## src/hw/fesb_defs.vh

```
// Constants for the framer event status bank
// Assumes inclusion by the bank's design files and its bus checker
`ifndef FESB_DEFS_VH
`define FESB_DEFS_VH

`define FESB_ADDR_W 10
`define FESB_OFS_OVF_STAT 10'h007
`define FESB_OFS_TMR_STAT 10'h008
`define FESB_OFS_DL1_STAT 10'h009
`define FESB_OFS_OVF_IEN 10'h00F
`define FESB_OFS_TMR_IEN 10'h010
`define FESB_OFS_DL1_IEN 10'h011
`define FESB_OFS_LEVELS 10'h0A7
`define FESB_OFS_TXLVL 10'h0AB
`define FESB_OFS_MODE 10'h040
`define FESB_OFS_PHASE 10'h0DC
`define FESB_IEN_RST 8'h00
`define FESB_LVL_RST 8'h00
`define FESB_NEAR_RST 6'h20
`define FESB_FILL_RST 6'h3F
`define FESB_TXNEAR_RST 6'h08
`define FESB_FIFO_DEPTH 64
`define FESB_FIFO_AW 6
`define FESB_BIT_T1 193
`define FESB_BIT_E1 256
`define FESB_CNT_OOF_W 4
`define FESB_CNT_ALIGNMENT_CHANGE_OVERFLOW_W 2
`define FESB_CNT_SEF_W 2
`define FESB_CNT_PATTERN_BIT_ERROR_OVERFLOW_W 12
`define FESB_CNT_FAR_END_BLOCK_ERROR_OVERFLOW_W 10
`define FESB_CNT_LCV_W 16
`define FESB_CNT_CRC_W 10
`define FESB_CNT_FRAMING_BIT_ERROR_OVERFLOW_W 12
`define FESB_ABORT_BYTE 8'h7F

`endif

```

## src/hw/fesb_top.v

```verilog
// Framer event status bank: three read-clear status registers
// Assumes a classic Wishbone master on mclk; framer events are mclk-synchronous
`timescale 1ns/10ps
`default_nettype none
`include "fesb_defs.vh"
module fesb_top #(
  parameter DEPTH = `FESB_FIFO_DEPTH
) (
  input wire mclk,
  input wire arst_n,
  input wire wb_cyc_i,
  input wire wb_stb_i,
  input wire wb_we_i,
  input wire [`FESB_ADDR_W+1:0] wb_adr_i,
  input wire [3:0] wb_sel_i,
  input wire [31:0] wb_dat_i,
  output reg [31:0] wb_dat_o,
  output wire wb_ack_o,
  input wire [7:0] cnt_err,
  input wire cnt_clr,
  input wire t1_mode,
  input wire tx_bit_tick,
  input wire tx_signaling_mf_tick,
  input wire tx_sysbus_mf_tick,
  input wire tx_multiframe_tick,
  input wire rx_signaling_mf_tick,
  input wire rx_sysbus_mf_tick,
  input wire rx_multiframe_tick,
  input wire rx_frame_tick,
  input wire tx_codeword_sent,
  input wire rx_wr,
  input wire [7:0] rx_wr_data,
  input wire rx_eom,
  input wire tx_rd,
  input wire tx_closing_flag,
  output reg [7:0] tx_out_data,
  output reg tx_abort,
  output reg tx_buffer_half_indicator,
  output wire irq
);
  //////////////////////////////////////////////////////////////////////
  // Bus decode
  reg ack;
  reg [7:0] overflow_irq_enable;
  reg [7:0] timer_irq_enable;
  reg [7:0] link_one_irq_enable;
  reg [5:0] near_full_thr;
  reg [5:0] message_fill_limit;
  reg [5:0] tx_empty_threshold_config;
  reg six_bit_packing_mode;
  reg eight_bit_packing_mode;
  wire [7:0] ovf_stat;
  wire [7:0] tmr_stat;
  wire [7:0] dl1_stat;
  wire req;
  wire wr;
  wire rd;
  wire [`FESB_ADDR_W-1:0] idx;

  function hit;
    input [`FESB_ADDR_W-1:0] a;
    input [`FESB_ADDR_W-1:0] ofs;
    begin
      hit = (a == ofs);
    end
  endfunction

  assign req = wb_cyc_i & wb_stb_i & ~ack;
  assign idx = wb_adr_i[`FESB_ADDR_W+1:2];
  assign wr = req & wb_we_i & wb_sel_i[0];
  assign rd = req & ~wb_we_i;
  assign wb_ack_o = ack;

  //////////////////////////////////////////////////////////////////////
  // Error counters and overflow latch
  wire [7:0] at_max;
  genvar g;
  generate
    for (g = 0; g < 8; g = g + 1) begin : g_cnt
      localparam CW = (g == 7) ? `FESB_CNT_OOF_W :
                      (g == 6) ? `FESB_CNT_ALIGNMENT_CHANGE_OVERFLOW_W :
                      (g == 5) ? `FESB_CNT_SEF_W :
                      (g == 4) ? `FESB_CNT_PATTERN_BIT_ERROR_OVERFLOW_W :
                      (g == 3) ? `FESB_CNT_FAR_END_BLOCK_ERROR_OVERFLOW_W :
                      (g == 2) ? `FESB_CNT_LCV_W :
                      (g == 1) ? `FESB_CNT_CRC_W : `FESB_CNT_FRAMING_BIT_ERROR_OVERFLOW_W;
      fesb_err_counter #(.W(CW)) u_cnt (
        .mclk(mclk),
        .arst_n(arst_n),
        .err(cnt_err[g]),
        .clr(cnt_clr),
        .count(),
        .at_max(at_max[g])
      );
    end
  endgenerate

  fesb_edge_latch #(.W(8)) u_ovf (
    .mclk(mclk),
    .arst_n(arst_n),
    .src(at_max),
    .qual(overflow_irq_enable),
    .rd_clr(rd && hit(idx, `FESB_OFS_OVF_STAT)),
    .stat(ovf_stat)
  );

  //////////////////////////////////////////////////////////////////////
  // Transmit frame timing
  reg [8:0] bit_cnt;
  reg tx_frame_tick;
  wire [8:0] frame_last;
  assign frame_last = t1_mode ? 9'h0C0 : 9'h0FF;

  // frame start every 193 or 256 bits
  always @(posedge mclk or negedge arst_n) begin
    if (!arst_n) begin
      bit_cnt <= 9'h000;
      tx_frame_tick <= 1'b0;
      tx_buffer_half_indicator <= 1'b0;
    end else begin
      tx_frame_tick <= 1'b0;
      if (tx_bit_tick) begin
        if (bit_cnt == frame_last) begin
          bit_cnt <= 9'h000;
          tx_frame_tick <= 1'b1;
          tx_buffer_half_indicator <= ~tx_buffer_half_indicator;
        end else begin
          bit_cnt <= bit_cnt + 9'h001;
        end
      end
    end
  end

  fesb_edge_latch #(.W(8)) u_tmr (
    .mclk(mclk),
    .arst_n(arst_n),
    .src({tx_signaling_mf_tick, tx_sysbus_mf_tick, tx_multiframe_tick, tx_frame_tick,
          rx_signaling_mf_tick, rx_sysbus_mf_tick, rx_multiframe_tick, rx_frame_tick}),
    .qual(8'hFF),
    .rd_clr(rd && hit(idx, `FESB_OFS_TMR_STAT)),
    .stat(tmr_stat)
  );

  //////////////////////////////////////////////////////////////////////
  // Link one FIFOs
  reg [7:0] rx_mem [0:DEPTH-1];
  reg [7:0] tx_mem [0:DEPTH-1];
  reg [`FESB_FIFO_AW:0] rx_lvl;
  reg [`FESB_FIFO_AW-1:0] rx_wp;
  reg [`FESB_FIFO_AW-1:0] rx_rp;
  reg [`FESB_FIFO_AW:0] tx_lvl;
  reg [`FESB_FIFO_AW-1:0] tx_wp;
  reg [`FESB_FIFO_AW-1:0] tx_rp;
  reg [DEPTH-1:0] tx_eom_mark;
  reg rx_msg_avail;
  wire rx_full;
  wire tx_full;
  wire rx_pop;
  wire tx_push;
  wire tx_pop;
  wire packing;
  wire rx_overrun;
  wire tx_overflow;
  wire tx_underrun;
  wire tx_eom_wr;

  assign rx_full = (rx_lvl == DEPTH);
  assign tx_full = (tx_lvl == DEPTH);
  assign packing = six_bit_packing_mode | eight_bit_packing_mode;
  assign rx_pop = rd && hit(idx, `FESB_OFS_PHASE + 10'h001) && (rx_lvl != 0);
  assign tx_eom_wr = wr && hit(idx, `FESB_OFS_TXLVL + 10'h002);
  assign tx_push = wr && (hit(idx, `FESB_OFS_TXLVL + 10'h001) || tx_eom_wr) && !tx_full;
  // write to full FIFO flagged, data dropped
  assign tx_overflow = wr && (hit(idx, `FESB_OFS_TXLVL + 10'h001) || tx_eom_wr) && tx_full;
  assign tx_pop = tx_rd && (tx_lvl != 0);
  assign tx_underrun = tx_rd && (tx_lvl == 0);
  assign rx_overrun = rx_wr && rx_full;

  always @(posedge mclk) begin
    if (rx_wr && !rx_full) begin
      rx_mem[rx_wp] <= rx_wr_data;
    end
    if (tx_push) begin
      tx_mem[tx_wp] <= wb_dat_i[7:0];
    end
  end

  always @(posedge mclk or negedge arst_n) begin
    if (!arst_n) begin
      rx_lvl <= {(`FESB_FIFO_AW+1){1'b0}};
      rx_wp <= {`FESB_FIFO_AW{1'b0}};
      rx_rp <= {`FESB_FIFO_AW{1'b0}};
      tx_lvl <= {(`FESB_FIFO_AW+1){1'b0}};
      tx_wp <= {`FESB_FIFO_AW{1'b0}};
      tx_rp <= {`FESB_FIFO_AW{1'b0}};
      tx_eom_mark <= {DEPTH{1'b0}};
      rx_msg_avail <= 1'b0;
      tx_out_data <= 8'h00;
      tx_abort <= 1'b0;
    end else begin
      if (rx_wr && !rx_full) begin
        rx_wp <= rx_wp + 1'b1;
      end
      if (rx_pop) begin
        rx_rp <= rx_rp + 1'b1;
      end
      rx_lvl <= rx_lvl + ((rx_wr && !rx_full) ? 1'b1 : 1'b0) - (rx_pop ? 1'b1 : 1'b0);
      rx_msg_avail <= ((rx_wr && rx_eom) || rx_msg_avail) && (rx_lvl != 0 || rx_wr);
      if (tx_push) begin
        tx_wp <= tx_wp + 1'b1;
        tx_eom_mark[tx_wp] <= tx_eom_wr;
      end
      if (tx_pop) begin
        tx_rp <= tx_rp + 1'b1;
        tx_out_data <= tx_mem[tx_rp];
        tx_abort <= 1'b0;
      end else if (tx_underrun && !tx_abort) begin
        tx_out_data <= `FESB_ABORT_BYTE;
        tx_abort <= 1'b1;
      end
      tx_lvl <= tx_lvl + (tx_push ? 1'b1 : 1'b0) - (tx_pop ? 1'b1 : 1'b0);
    end
  end

  // Underrun only counts when last byte lacked an end mark
  reg last_eom;
  always @(posedge mclk or negedge arst_n) begin
    if (!arst_n) begin
      last_eom <= 1'b1;
    end else if (tx_pop) begin
      last_eom <= tx_eom_mark[tx_rp];
    end
  end

  wire rx_full_evt;
  wire rx_near_evt;
  wire tx_near_evt;
  assign rx_full_evt = packing ? (rx_lvl >= {1'b0, message_fill_limit}) : rx_overrun;
  assign rx_near_evt = (rx_lvl >= {1'b0, near_full_thr});
  assign tx_near_evt = (tx_lvl < {1'b0, tx_empty_threshold_config});

  fesb_edge_latch #(.W(8)) u_dl1 (
    .mclk(mclk),
    .arst_n(arst_n),
    .src({tx_codeword_sent, rx_full_evt, rx_near_evt, rx_msg_avail,
          tx_underrun & ~last_eom, tx_overflow, tx_near_evt, tx_closing_flag}),
    .qual(8'hFF),
    .rd_clr(rd && hit(idx, `FESB_OFS_DL1_STAT)),
    .stat(dl1_stat)
  );

  assign irq = |(ovf_stat & overflow_irq_enable) | |(tmr_stat & timer_irq_enable) |
               |(dl1_stat & link_one_irq_enable);

  //////////////////////////////////////////////////////////////////////
  // Register writes and read mux
  always @(posedge mclk or negedge arst_n) begin
    if (!arst_n) begin
      ack <= 1'b0;
      overflow_irq_enable <= `FESB_IEN_RST;
      timer_irq_enable <= `FESB_IEN_RST;
      link_one_irq_enable <= `FESB_IEN_RST;
      near_full_thr <= `FESB_NEAR_RST;
      message_fill_limit <= `FESB_FILL_RST;
      tx_empty_threshold_config <= `FESB_TXNEAR_RST;
      six_bit_packing_mode <= 1'b0;
      eight_bit_packing_mode <= 1'b0;
      wb_dat_o <= 32'h0000_0000;
    end else begin
      ack <= req;
      if (wr) begin
        if (hit(idx, `FESB_OFS_OVF_IEN)) overflow_irq_enable <= wb_dat_i[7:0];
        if (hit(idx, `FESB_OFS_TMR_IEN)) timer_irq_enable <= wb_dat_i[7:0];
        if (hit(idx, `FESB_OFS_DL1_IEN)) link_one_irq_enable <= wb_dat_i[7:0];
        if (hit(idx, `FESB_OFS_LEVELS)) near_full_thr <= wb_dat_i[5:0];
        if (hit(idx, `FESB_OFS_LEVELS + 10'h001)) message_fill_limit <= wb_dat_i[5:0];
        if (hit(idx, `FESB_OFS_TXLVL)) tx_empty_threshold_config <= wb_dat_i[5:0];
        if (hit(idx, `FESB_OFS_MODE)) begin
          six_bit_packing_mode <= wb_dat_i[0];
          eight_bit_packing_mode <= wb_dat_i[1];
        end
      end
      wb_dat_o <= 32'h0000_0000;
      if (rd) begin
        case (idx)
          `FESB_OFS_OVF_STAT: wb_dat_o[7:0] <= ovf_stat;
          `FESB_OFS_TMR_STAT: wb_dat_o[7:0] <= tmr_stat;
          `FESB_OFS_DL1_STAT: wb_dat_o[7:0] <= dl1_stat;
          `FESB_OFS_OVF_IEN: wb_dat_o[7:0] <= overflow_irq_enable;
          `FESB_OFS_TMR_IEN: wb_dat_o[7:0] <= timer_irq_enable;
          `FESB_OFS_DL1_IEN: wb_dat_o[7:0] <= link_one_irq_enable;
          `FESB_OFS_LEVELS: wb_dat_o[5:0] <= near_full_thr;
          `FESB_OFS_TXLVL: wb_dat_o[6:0] <= tx_lvl;
          `FESB_OFS_MODE: wb_dat_o[1:0] <= {eight_bit_packing_mode, six_bit_packing_mode};
          `FESB_OFS_PHASE: wb_dat_o[0] <= tx_buffer_half_indicator;
          `FESB_OFS_PHASE + 10'h001: wb_dat_o[7:0] <= rx_mem[rx_rp];
          default: wb_dat_o <= 32'h0000_0000;
        endcase
      end
    end
  end
endmodule
`default_nettype wire

```

## src/hw/fesb_edge_latch.v

```verilog
// Eight rising-edge event latches with read clear
// Assumes event sources synchronous to mclk
`timescale 1ns/10ps
`default_nettype none
module fesb_edge_latch #(
  parameter W = 8
) (
  input wire mclk,
  input wire arst_n,
  input wire [W-1:0] src,
  input wire [W-1:0] qual,
  input wire rd_clr,
  output reg [W-1:0] stat
);
  reg [W-1:0] src_d;
  wire [W-1:0] rise;

  assign rise = src & ~src_d & qual;

  always @(posedge mclk or negedge arst_n) begin
    if (!arst_n) begin
      // Sources high at reset raise no event
      src_d <= {W{1'b1}};
      stat <= {W{1'b0}};
    end else begin
      src_d <= src;
      // Set wins over read clear
      if (rd_clr) begin
        stat <= rise;
      end else begin
        stat <= stat | rise;
      end
    end
  end
endmodule
`default_nettype wire

```

## src/hw/fesb_err_counter.v

```verilog
// Saturating error counter with overflow level
// Assumes one-cycle error pulses
`timescale 1ns/10ps
`default_nettype none
module fesb_err_counter #(
  parameter W = 8
) (
  input wire mclk,
  input wire arst_n,
  input wire err,
  input wire clr,
  output reg [W-1:0] count,
  output wire at_max
);
  assign at_max = &count;

  always @(posedge mclk or negedge arst_n) begin
    if (!arst_n) begin
      count <= {W{1'b0}};
    end else if (clr) begin
      count <= {W{1'b0}};
    end else if (err && !at_max) begin
      count <= count + {{(W-1){1'b0}}, 1'b1};
    end
  end
endmodule
`default_nettype wire

```

## config.mk

```make
export PLATFORM = sky130hd
export DESIGN_NAME = fesb_top
export DESIGN_NICKNAME = d
export VERILOG_FILES = /design/src/hw/fesb_top.v /design/src/hw/fesb_edge_latch.v /design/src/hw/fesb_err_counter.v
export VERILOG_INCLUDE_DIRS = /design/src /design/src/hw
export SDC_FILE = /design/constraint.sdc
export NUM_CORES = 2
export LEC_CHECK = 0
export BUFFER_PORTS_ARGS = -buffer_cell sky130_fd_sc_hd__buf_2
export CORE_UTILIZATION = 63
export CTS_BUF_LIST = sky130_fd_sc_hd__clkbuf_8
export DETAILED_ROUTE_END_ITERATION = 10
export PLACE_DENSITY = 0.87
export SYNTH_ARGS = -nofsm -noshare
export SYNTH_HDL_FRONTEND = slang
export SYNTH_HIERARCHICAL = 1
export SYNTH_SLANG_ARGS = --single-unit
```

## constraint.sdc

```tcl
create_clock -name mclk -period 5.6 [get_ports mclk]
set_input_delay 0.28 -clock mclk [delete_from_list [all_inputs] [get_ports mclk]]
set_output_delay 0.28 -clock mclk [all_outputs]
set_load 0.05 [all_outputs]
```

---- Word-level counts from Yosys, hierarchy flattened ----
Memory sizes are Yosys's and may differ from the RTL's.
Index checks and enable logic that the tools add are counted.
Widths: inputs -> output; s select.
operators by class
  add/sub/neg operators ................... 17
  order comparisons ....................... 6
  equal/unequal tests ..................... 17
  multiplexer cells ....................... 47
  bitwise gates (word level) .............. 26
  reductions and logical operators ........ 70
operators with widths
  operator               count
  $eq 10x8->1 const B    7
  $bwmux 64              1
  $and 8x8->8            7
  $mux 12                4
  $mux 8                 6
  $mux 10                4
  $pmux 4 s9             1
  $mux 16                2
  $eq 10x4->1 const B    3
  $logic_and 1x1->1      25
  $add 12x1->12 const B  2
  $add 6x1->6 const B    4
  $not 8->8              3
  $or 8x8->8             3
  $reduce_and 12->1      2
  $reduce_or 8->1        3
  $add 10x1->10 const B  2
  $eq 10x5->1 const B    2
  $reduce_and 10->1      2
  $reduce_and 2->1       10
  $reduce_bool 2->1      9
  $add 16x1->16 const B  1
  $reduce_and 16->1      1
  $mux 1                 15
  31 further kinds       64
word-level totals
  register bits ........................... 317
  bits in writable memories ............... 1024
  memories ................................ 2
memory list
  name    words  width  rd ports  clocked after memory_dff  write ports  line            RTL
  rx_mem  64     8      1         0                         1            fesb_top.v:146  reg [7:0] rx_mem [0:DEPTH-1];
  tx_mem  64     8      1         0                         1            fesb_top.v:147  reg [7:0] tx_mem [0:DEPTH-1];

---- Longest topological paths before layout ----
  word-level depth ........................ 11
  gate-level depth with buffers ........... 17
  mapped depth without buffers ............ 17

---- Cells and area by module ----
The synthesis kept the hierarchy.
modules (own cells, without submodules)
  module                                 instances  cells an instance  area each (µm²)  seq. area each (µm²)
  fesb_top                               1          2710               49058.3          35190.0
  fesb_edge_latch                        3          41                 531.8            410.4
  fesb_err_counter (g_cnt[0].u_cnt ...)  2          67                 661.9            300.3
  fesb_err_counter (g_cnt[1].u_cnt ...)  2          56                 560.5            250.2
  fesb_err_counter (g_cnt[2].u_cnt)      1          89                 903.4            400.4
  fesb_err_counter (g_cnt[5].u_cnt ...)  2          10                 123.9            50.0
  fesb_err_counter (g_cnt[7].u_cnt)      1          20                 229.0            100.1

---- Least setup slack after synthesis ----
No wires, ideal clock.
  path type ............................... reg2reg
  from .................................... register ack, in the netlist wb_ack_o
  to ...................................... register tx_lvl[6]
  setup time .............................. 0.080 ns
  arrival ................................. 3.198 ns
  data required time ...................... 5.520 ns
  slack ................................... 2.322 ns
  stages on the path, launching flop included .. 15
  period minus slack after synthesis ...... 3.278 ns
  path through ............................ dfrtp_1 and3b_2 nand3_2 or4_1 nand2b_4 ha_1 inv_1 ha_1 fa_1 a21oi_1 nor2_1 o21ai_0 a21oi_1 nor2_1 xnor2_1
between the ends
  word-level cells in the longest chain between the ends .. 11
RTL lines
  what                              line            RTL
  from (decl)                       fesb_top.v:43   reg ack;
  from (signal assigned)            fesb_top.v:270  ack <= req;
  $not 1->1 *                       fesb_top.v:68   assign req = wb_cyc_i & wb_stb_i & ~ack;
  $and 1x1->1 *                     fesb_top.v:68
  net req                           fesb_top.v:55   wire req;
  $and 1x1->1 * (2 in a row)        fesb_top.v:70   assign wr = req & wb_we_i & wb_sel_i[0];
  $logic_and 1x1->1                 fesb_top.v:171  assign tx_eom_wr = wr && hit(idx, `FESB_OFS_TXLVL + 10'h002);
  $logic_or 1x1->1                  fesb_top.v:172  assign tx_push = wr && (hit(idx, `FESB_OFS_TXLVL + 10'h001) || tx_eom_wr) && !tx_full;
  $logic_and 1x1->1 * (2 in a row)  fesb_top.v:172
  $mux 1 *                          fesb_top.v:221  tx_lvl <= tx_lvl + (tx_push ? 1'b1 : 1'b0) - (tx_pop ? 1'b1 : 1'b0);
  $add 7x1->7 *                     fesb_top.v:221
  $sub 7x1->7 *                     fesb_top.v:221
  to (signal assigned)              fesb_top.v:193  tx_lvl <= {(`FESB_FIFO_AW+1){1'b0}};
  to (signal assigned)              fesb_top.v:221
  to (decl)                         fesb_top.v:151  reg [`FESB_FIFO_AW:0] tx_lvl;
Mark *: on every way through the listed nets, which the timed path passes. The rest lies on a longest branch.
A chain may end at the register's enable or synchronous reset.

---- Worst setup path after layout ----
  from .................................... register rx_lvl[2]
  to ...................................... memory rx_mem[15][1] (enable)
between the ends
  word-level cells in the longest chain between the ends .. 5
RTL lines
  what                          line            RTL
  from (decl)                   fesb_top.v:148  reg [`FESB_FIFO_AW:0] rx_lvl;
  from (signal assigned)        fesb_top.v:190  rx_lvl <= {(`FESB_FIFO_AW+1){1'b0}};
  from (signal assigned)        fesb_top.v:207  rx_lvl <= rx_lvl + ((rx_wr && !rx_full) ? 1'b1 : 1'b0) - (rx_pop ? 1'b1 : 1'b0);
  $eq 7x7->1                    fesb_top.v:167  assign rx_full = (rx_lvl == DEPTH);
  $logic_not 1->1               fesb_top.v:180  if (rx_wr && !rx_full) begin
  $logic_and 1x1->1             fesb_top.v:180
  $mux 1                        fesb_top.v:180
  $mux 1 (implied by the code)  fesb_top.v:181  rx_mem[rx_wp] <= rx_wr_data;
  to (decl)                     fesb_top.v:146
Every way passes these cells.

==> impl_metrics.py <==
metrics = {
    "timing": {
        "tightest_slew_ns": 1.32,
        "min_period_ns": 4.13,
        "max_slew_margin_pct": 12.0,
        "fin_skew_ns": 0.0693,
        "setup_viol": 0,
        "fin_crit_sh_pct": 73.7,
        "timing.hold.ws_ns": -0.0460,
        "final_hold_viol_count": 6,
        "fin_ws_ns": 1.47,
        "setup_tns_ns": 0,
        "rsz0062_at_grt": "no",
        "slew_viol_final": 0,
        "timing.fmax_mhz": 242,
    },
    "floorplanning": {
        "die-area_mm2": 0.0877,
        "die_w_um": 296,
        "core_mm2": 0.0854,
        "num_io_pins": 128,
        "die_height_um": 296,
        "start_util_pct": 63.8,
        "row_count": 107,
    },
    "critical_path": {
        "worstSetupEndpointType": "flip-flop",
        "arrival_ns": 4.59,
        "path_buf_inv": 1,
        "path_class": "reg2reg",
        "critPathLaunchType": "flip-flop",
        "max_stage_delay_ns": 1.04,
        "slowest_stage": "nor2_1",
        "crit_required_ns": 6.06,
        "cp_top_family": "simple AND/OR/NAND/NOR gates",
        "cp_cell_sequence": "inv_1 > ha_1 > and3_1 > a21boi_1 > nand4_1 > nor2_1",
        "cp_max_fo": 11,
    },
    "routing": {
        "vias_per_cell": 6.73,
        "dr_total_vias": 31742,
        "ant_nets": 0,
        "drt_wl_total_um": 128000,
        "drtPass1Iterations": 6,
        "drt_iter0_markers": 4261,
        "wire_per_inst_um": 27.1,
        "drcViolationCount": 0,
    },
    "outcome": {
        "status": "finished with violations",
        "violations": "negative hold slack",
    },
    "power_and_ir_drop": {
        "pwr_density_cell_mw_per_mm2": 380,
        "ir_drop_mv": 0.310,
        "p_leak_nw": 20.7,
    },
    "yosys": {
        "syn_area_mm2": 0.0545,
        "avgSynthCellArea_um2": 17.0,
        "synth_ff_type": "edfxtp_1",
        "seq_area_frac_synth_pct": 70.0,
        "synthCells": 3208,
        "synth_edf_count": 1024,
        "ys.warnings.count": 6,
        "ys_types": 97,
        "yosys_register_bits": 1317,
        "synthArstFlopShare_pct": 22.2,
    },
    "place": {
        "portBuffers": 74,
        "dp_slack_ns": 1.73,
        "placed_cells": 4322,
        "gp_congestion": 0.927,
        "hpwlAfterDp_um": 75000,
    },
    "cts": {
        "clk_pin_slew_ns": 0.07,
        "clk_latency_ns": 0.89,
        "cts.sinks": 1317,
        "post_cts_resized": 0,
        "cts_tree": "done",
        "cts_buffer_depth": 3,
        "cts_buffers": 196,
        "htreeDepth": 4,
        "clock-root-buffer": "clkbuf_8",
    },
    "cells_and_area": {
        "drive_above_1_share_pct": 21.7,
        "layout_commonest_cell": "edfxtp_1",
        "layout_common_cells": "1024 x edfxtp_1, 256 x mux4_2, 254 x dfrtp_1",
        "final_cells": 4720,
        "nets": 3548,
        "synthToLayoutAreaGrowth_pct": 10.1,
        "nFillCells": 4918,
    },
    "grt": {
        "grt_pass1_vias": 31747,
        "grt_pass1_wl_um": 192000,
        "grt_start_max_net_pins": 112,
        "antenna_found_initial": 2,
        "grt_util_all_layers_pct": 29.6,
        "grt_overflow": 0,
    },
    "job": {
        "drv_cap": 0,
    },
    "min_path": {
        "hold_path.class": "in2async",
    },
}
-- worst register-to-register path, delay by kind of cell, from the launching register on --
| family | cells | cell delay [ns] |
|---|---|---|
| compound gates | 1 | 0.67 |
| fa+ha+maj | 1 | 0.24 |
| buf+inv | 1 | 0.11 |
| flops | 1 | 0.46 |
| simple gates | 3 | 2.22 |
-- area by class of cell --
cell class / count / area [um2] / share of cell area, %
repair buffers: 155 / 1130 / 1.89
multi-input cells: 1661 / 15300 / 25.5
diodes: 3 / 7.51 / 0.0125
flip-flops and latches: 1317 / 38100 / 63.6
well taps: 1144 / 1430 / 2.39
clock inverters: 150 / 821 / 1.37
inverters: 83 / 312 / 0.519
clock buffers: 207 / 2850 / 4.75
-- sequential cells by signal (all words and copies together), names as in the netlist, 7 cells and up --
register             flops
rx_mem                 512
tx_mem                 512
g_cnt.u_cnt/count       68
tx_eom_mark             64
bit_cnt                  9
link_one_irq_enable      8
overflow_irq_enable      8
timer_irq_enable         8
tx_out_data              8
u_dl1/src_d              8
u_dl1/stat               8
u_ovf/src_d              8
u_ovf/stat               8
u_tmr/src_d              8
u_tmr/stat               8
wb_dat_o                 8
rx_lvl                   7
tx_lvl                   7
-- timing repair --
| item | 4_1_cts | 5_1_grt |
|---|---|---|
| endpoints found under the setup margin | 0 | 0 |
| endpoints found under the hold margin | 210 | 0 |
| hold buffers | 38 | 0 |
| setup buffers | 0 | 0 |
-- cell usage after synthesis, types with 5 or more instances --
| cell type | instances | area [um2] |
|---|---|---|
| edfxtp_1 | 1024 | 30700 |
| dfrtp_1 | 260 | 6510 |
| mux4_2 | 256 | 5770 |
| nor2_1 | 215 | 807 |
| mux2i_1 | 140 | 1400 |
| o21ai_0 | 121 | 606 |
| nand2_1 | 119 | 447 |
| clkbuf_1 | 82 | 308 |
| inv_1 | 82 | 308 |
| a21oi_1 | 81 | 405 |
| o31ai_1 | 71 | 533 |
| mux2_2 | 62 | 698 |
| o22ai_1 | 49 | 307 |
| ha_1 | 48 | 601 |
| buf_2 | 47 | 235 |
| nor3_1 | 45 | 225 |
| nand3_1 | 42 | 210 |
| dfstp_2 | 33 | 867 |
| a22oi_1 | 30 | 225 |
| buf_4 | 28 | 210 |
| xnor2_1 | 28 | 245 |
| buf_1 | 24 | 90.1 |
| o221ai_1 | 23 | 201 |
| nand4_1 | 22 | 138 |
| xor2_1 | 19 | 166 |
| nand2b_1 | 17 | 106 |
| nor2b_1 | 16 | 100 |
| or3_1 | 16 | 100 |
| a221oi_1 | 13 | 114 |
| a211oi_1 | 11 | 82.6 |
| nand3b_1 | 9 | 67.6 |
| and3_1 | 8 | 50.1 |
| nor4_1 | 8 | 50.1 |
| a21o_1 | 7 | 52.6 |
| a31oi_1 | 7 | 43.8 |
| o41ai_1 | 7 | 61.3 |
| or4_1 | 6 | 45.0 |
| a22o_1 | 5 | 43.8 |
| and2_1 | 5 | 31.3 |
| and4_1 | 5 | 43.8 |
| o2bb2ai_1 | 5 | 43.8 |
| o32ai_1 | 5 | 43.8 |
| or2_2 | 5 | 31.3 |
-- stage by stage --
| stage | util [%] | power [mW] | instance area, um2 |
|---|---|---|---|
| after global placement | 65.5 | 15.3 | 55900 |
| after floorplan | - | 14.2 | 54600 |
| after global routing | 70.2 | 23.5 | 60000 |
| after detailed placement | 65.5 | 15.5 | 55900 |
| after CTS | 70.2 | 22.8 | 60000 |
| final | 70.2 | 22.8 | 60000 |
-- power breakdown --
group          internal (mW)  switching (mW)  leakage (nW)
combinational           1.79            2.16          5.59
clock                   3.61            3.74          2.19
sequential              10.9           0.591          12.9
total                   16.3            6.50          20.7
-- cells by family after synthesis --
| logic type | Yosys count | share of synthesized area, % |
|---|---|---|
| other | 2 | 0.0138 |
| DFF | 1317 | 70.0 |
| AOI/OAI and AO/OA | 478 | 5.83 |
| muxes | 462 | 14.5 |
| adders and majority gates | 50 | 1.18 |
| buffers and inverters | 268 | 2.20 |
| xor gates and xnor gates | 47 | 0.756 |
| and+or+nand+nor | 584 | 5.50 |
-- layer usage --
metal	up-vias	GRT usage, %	part of all wire (%)
li1	13125	-	-
met1	15994	40.1	36
met2	2234	47.7	49
met3	389	6.18	11
met4	0	11.8	3.8
met5	-	0	0
-- worst paths after layout --
| kind | from | to | slack, ns | cells past startpoint |
|---|---|---|---|---|
| worst max-delay path | rx_lvl[2] | rx_mem[15][1] | 1.47 | 6 |
| worst min-delay path | arst_n | tx_out_data[1] | -0.05 | 2 |
| worst max register to register | rx_lvl[2] | rx_mem[15][1] | 1.47 | 6 |
| worst min register to register | tx_frame_tick | u_tmr/src_d[4] | 0.40 | 0 |
| max in group asynchronous | arst_n | rx_rp[1] | 4.25 | 3 |
| min in group mclk | wb_adr_i[6] | eight_bit_packing_mode | 0.06 | 4 |
Power figures use the tool's default switching activity.
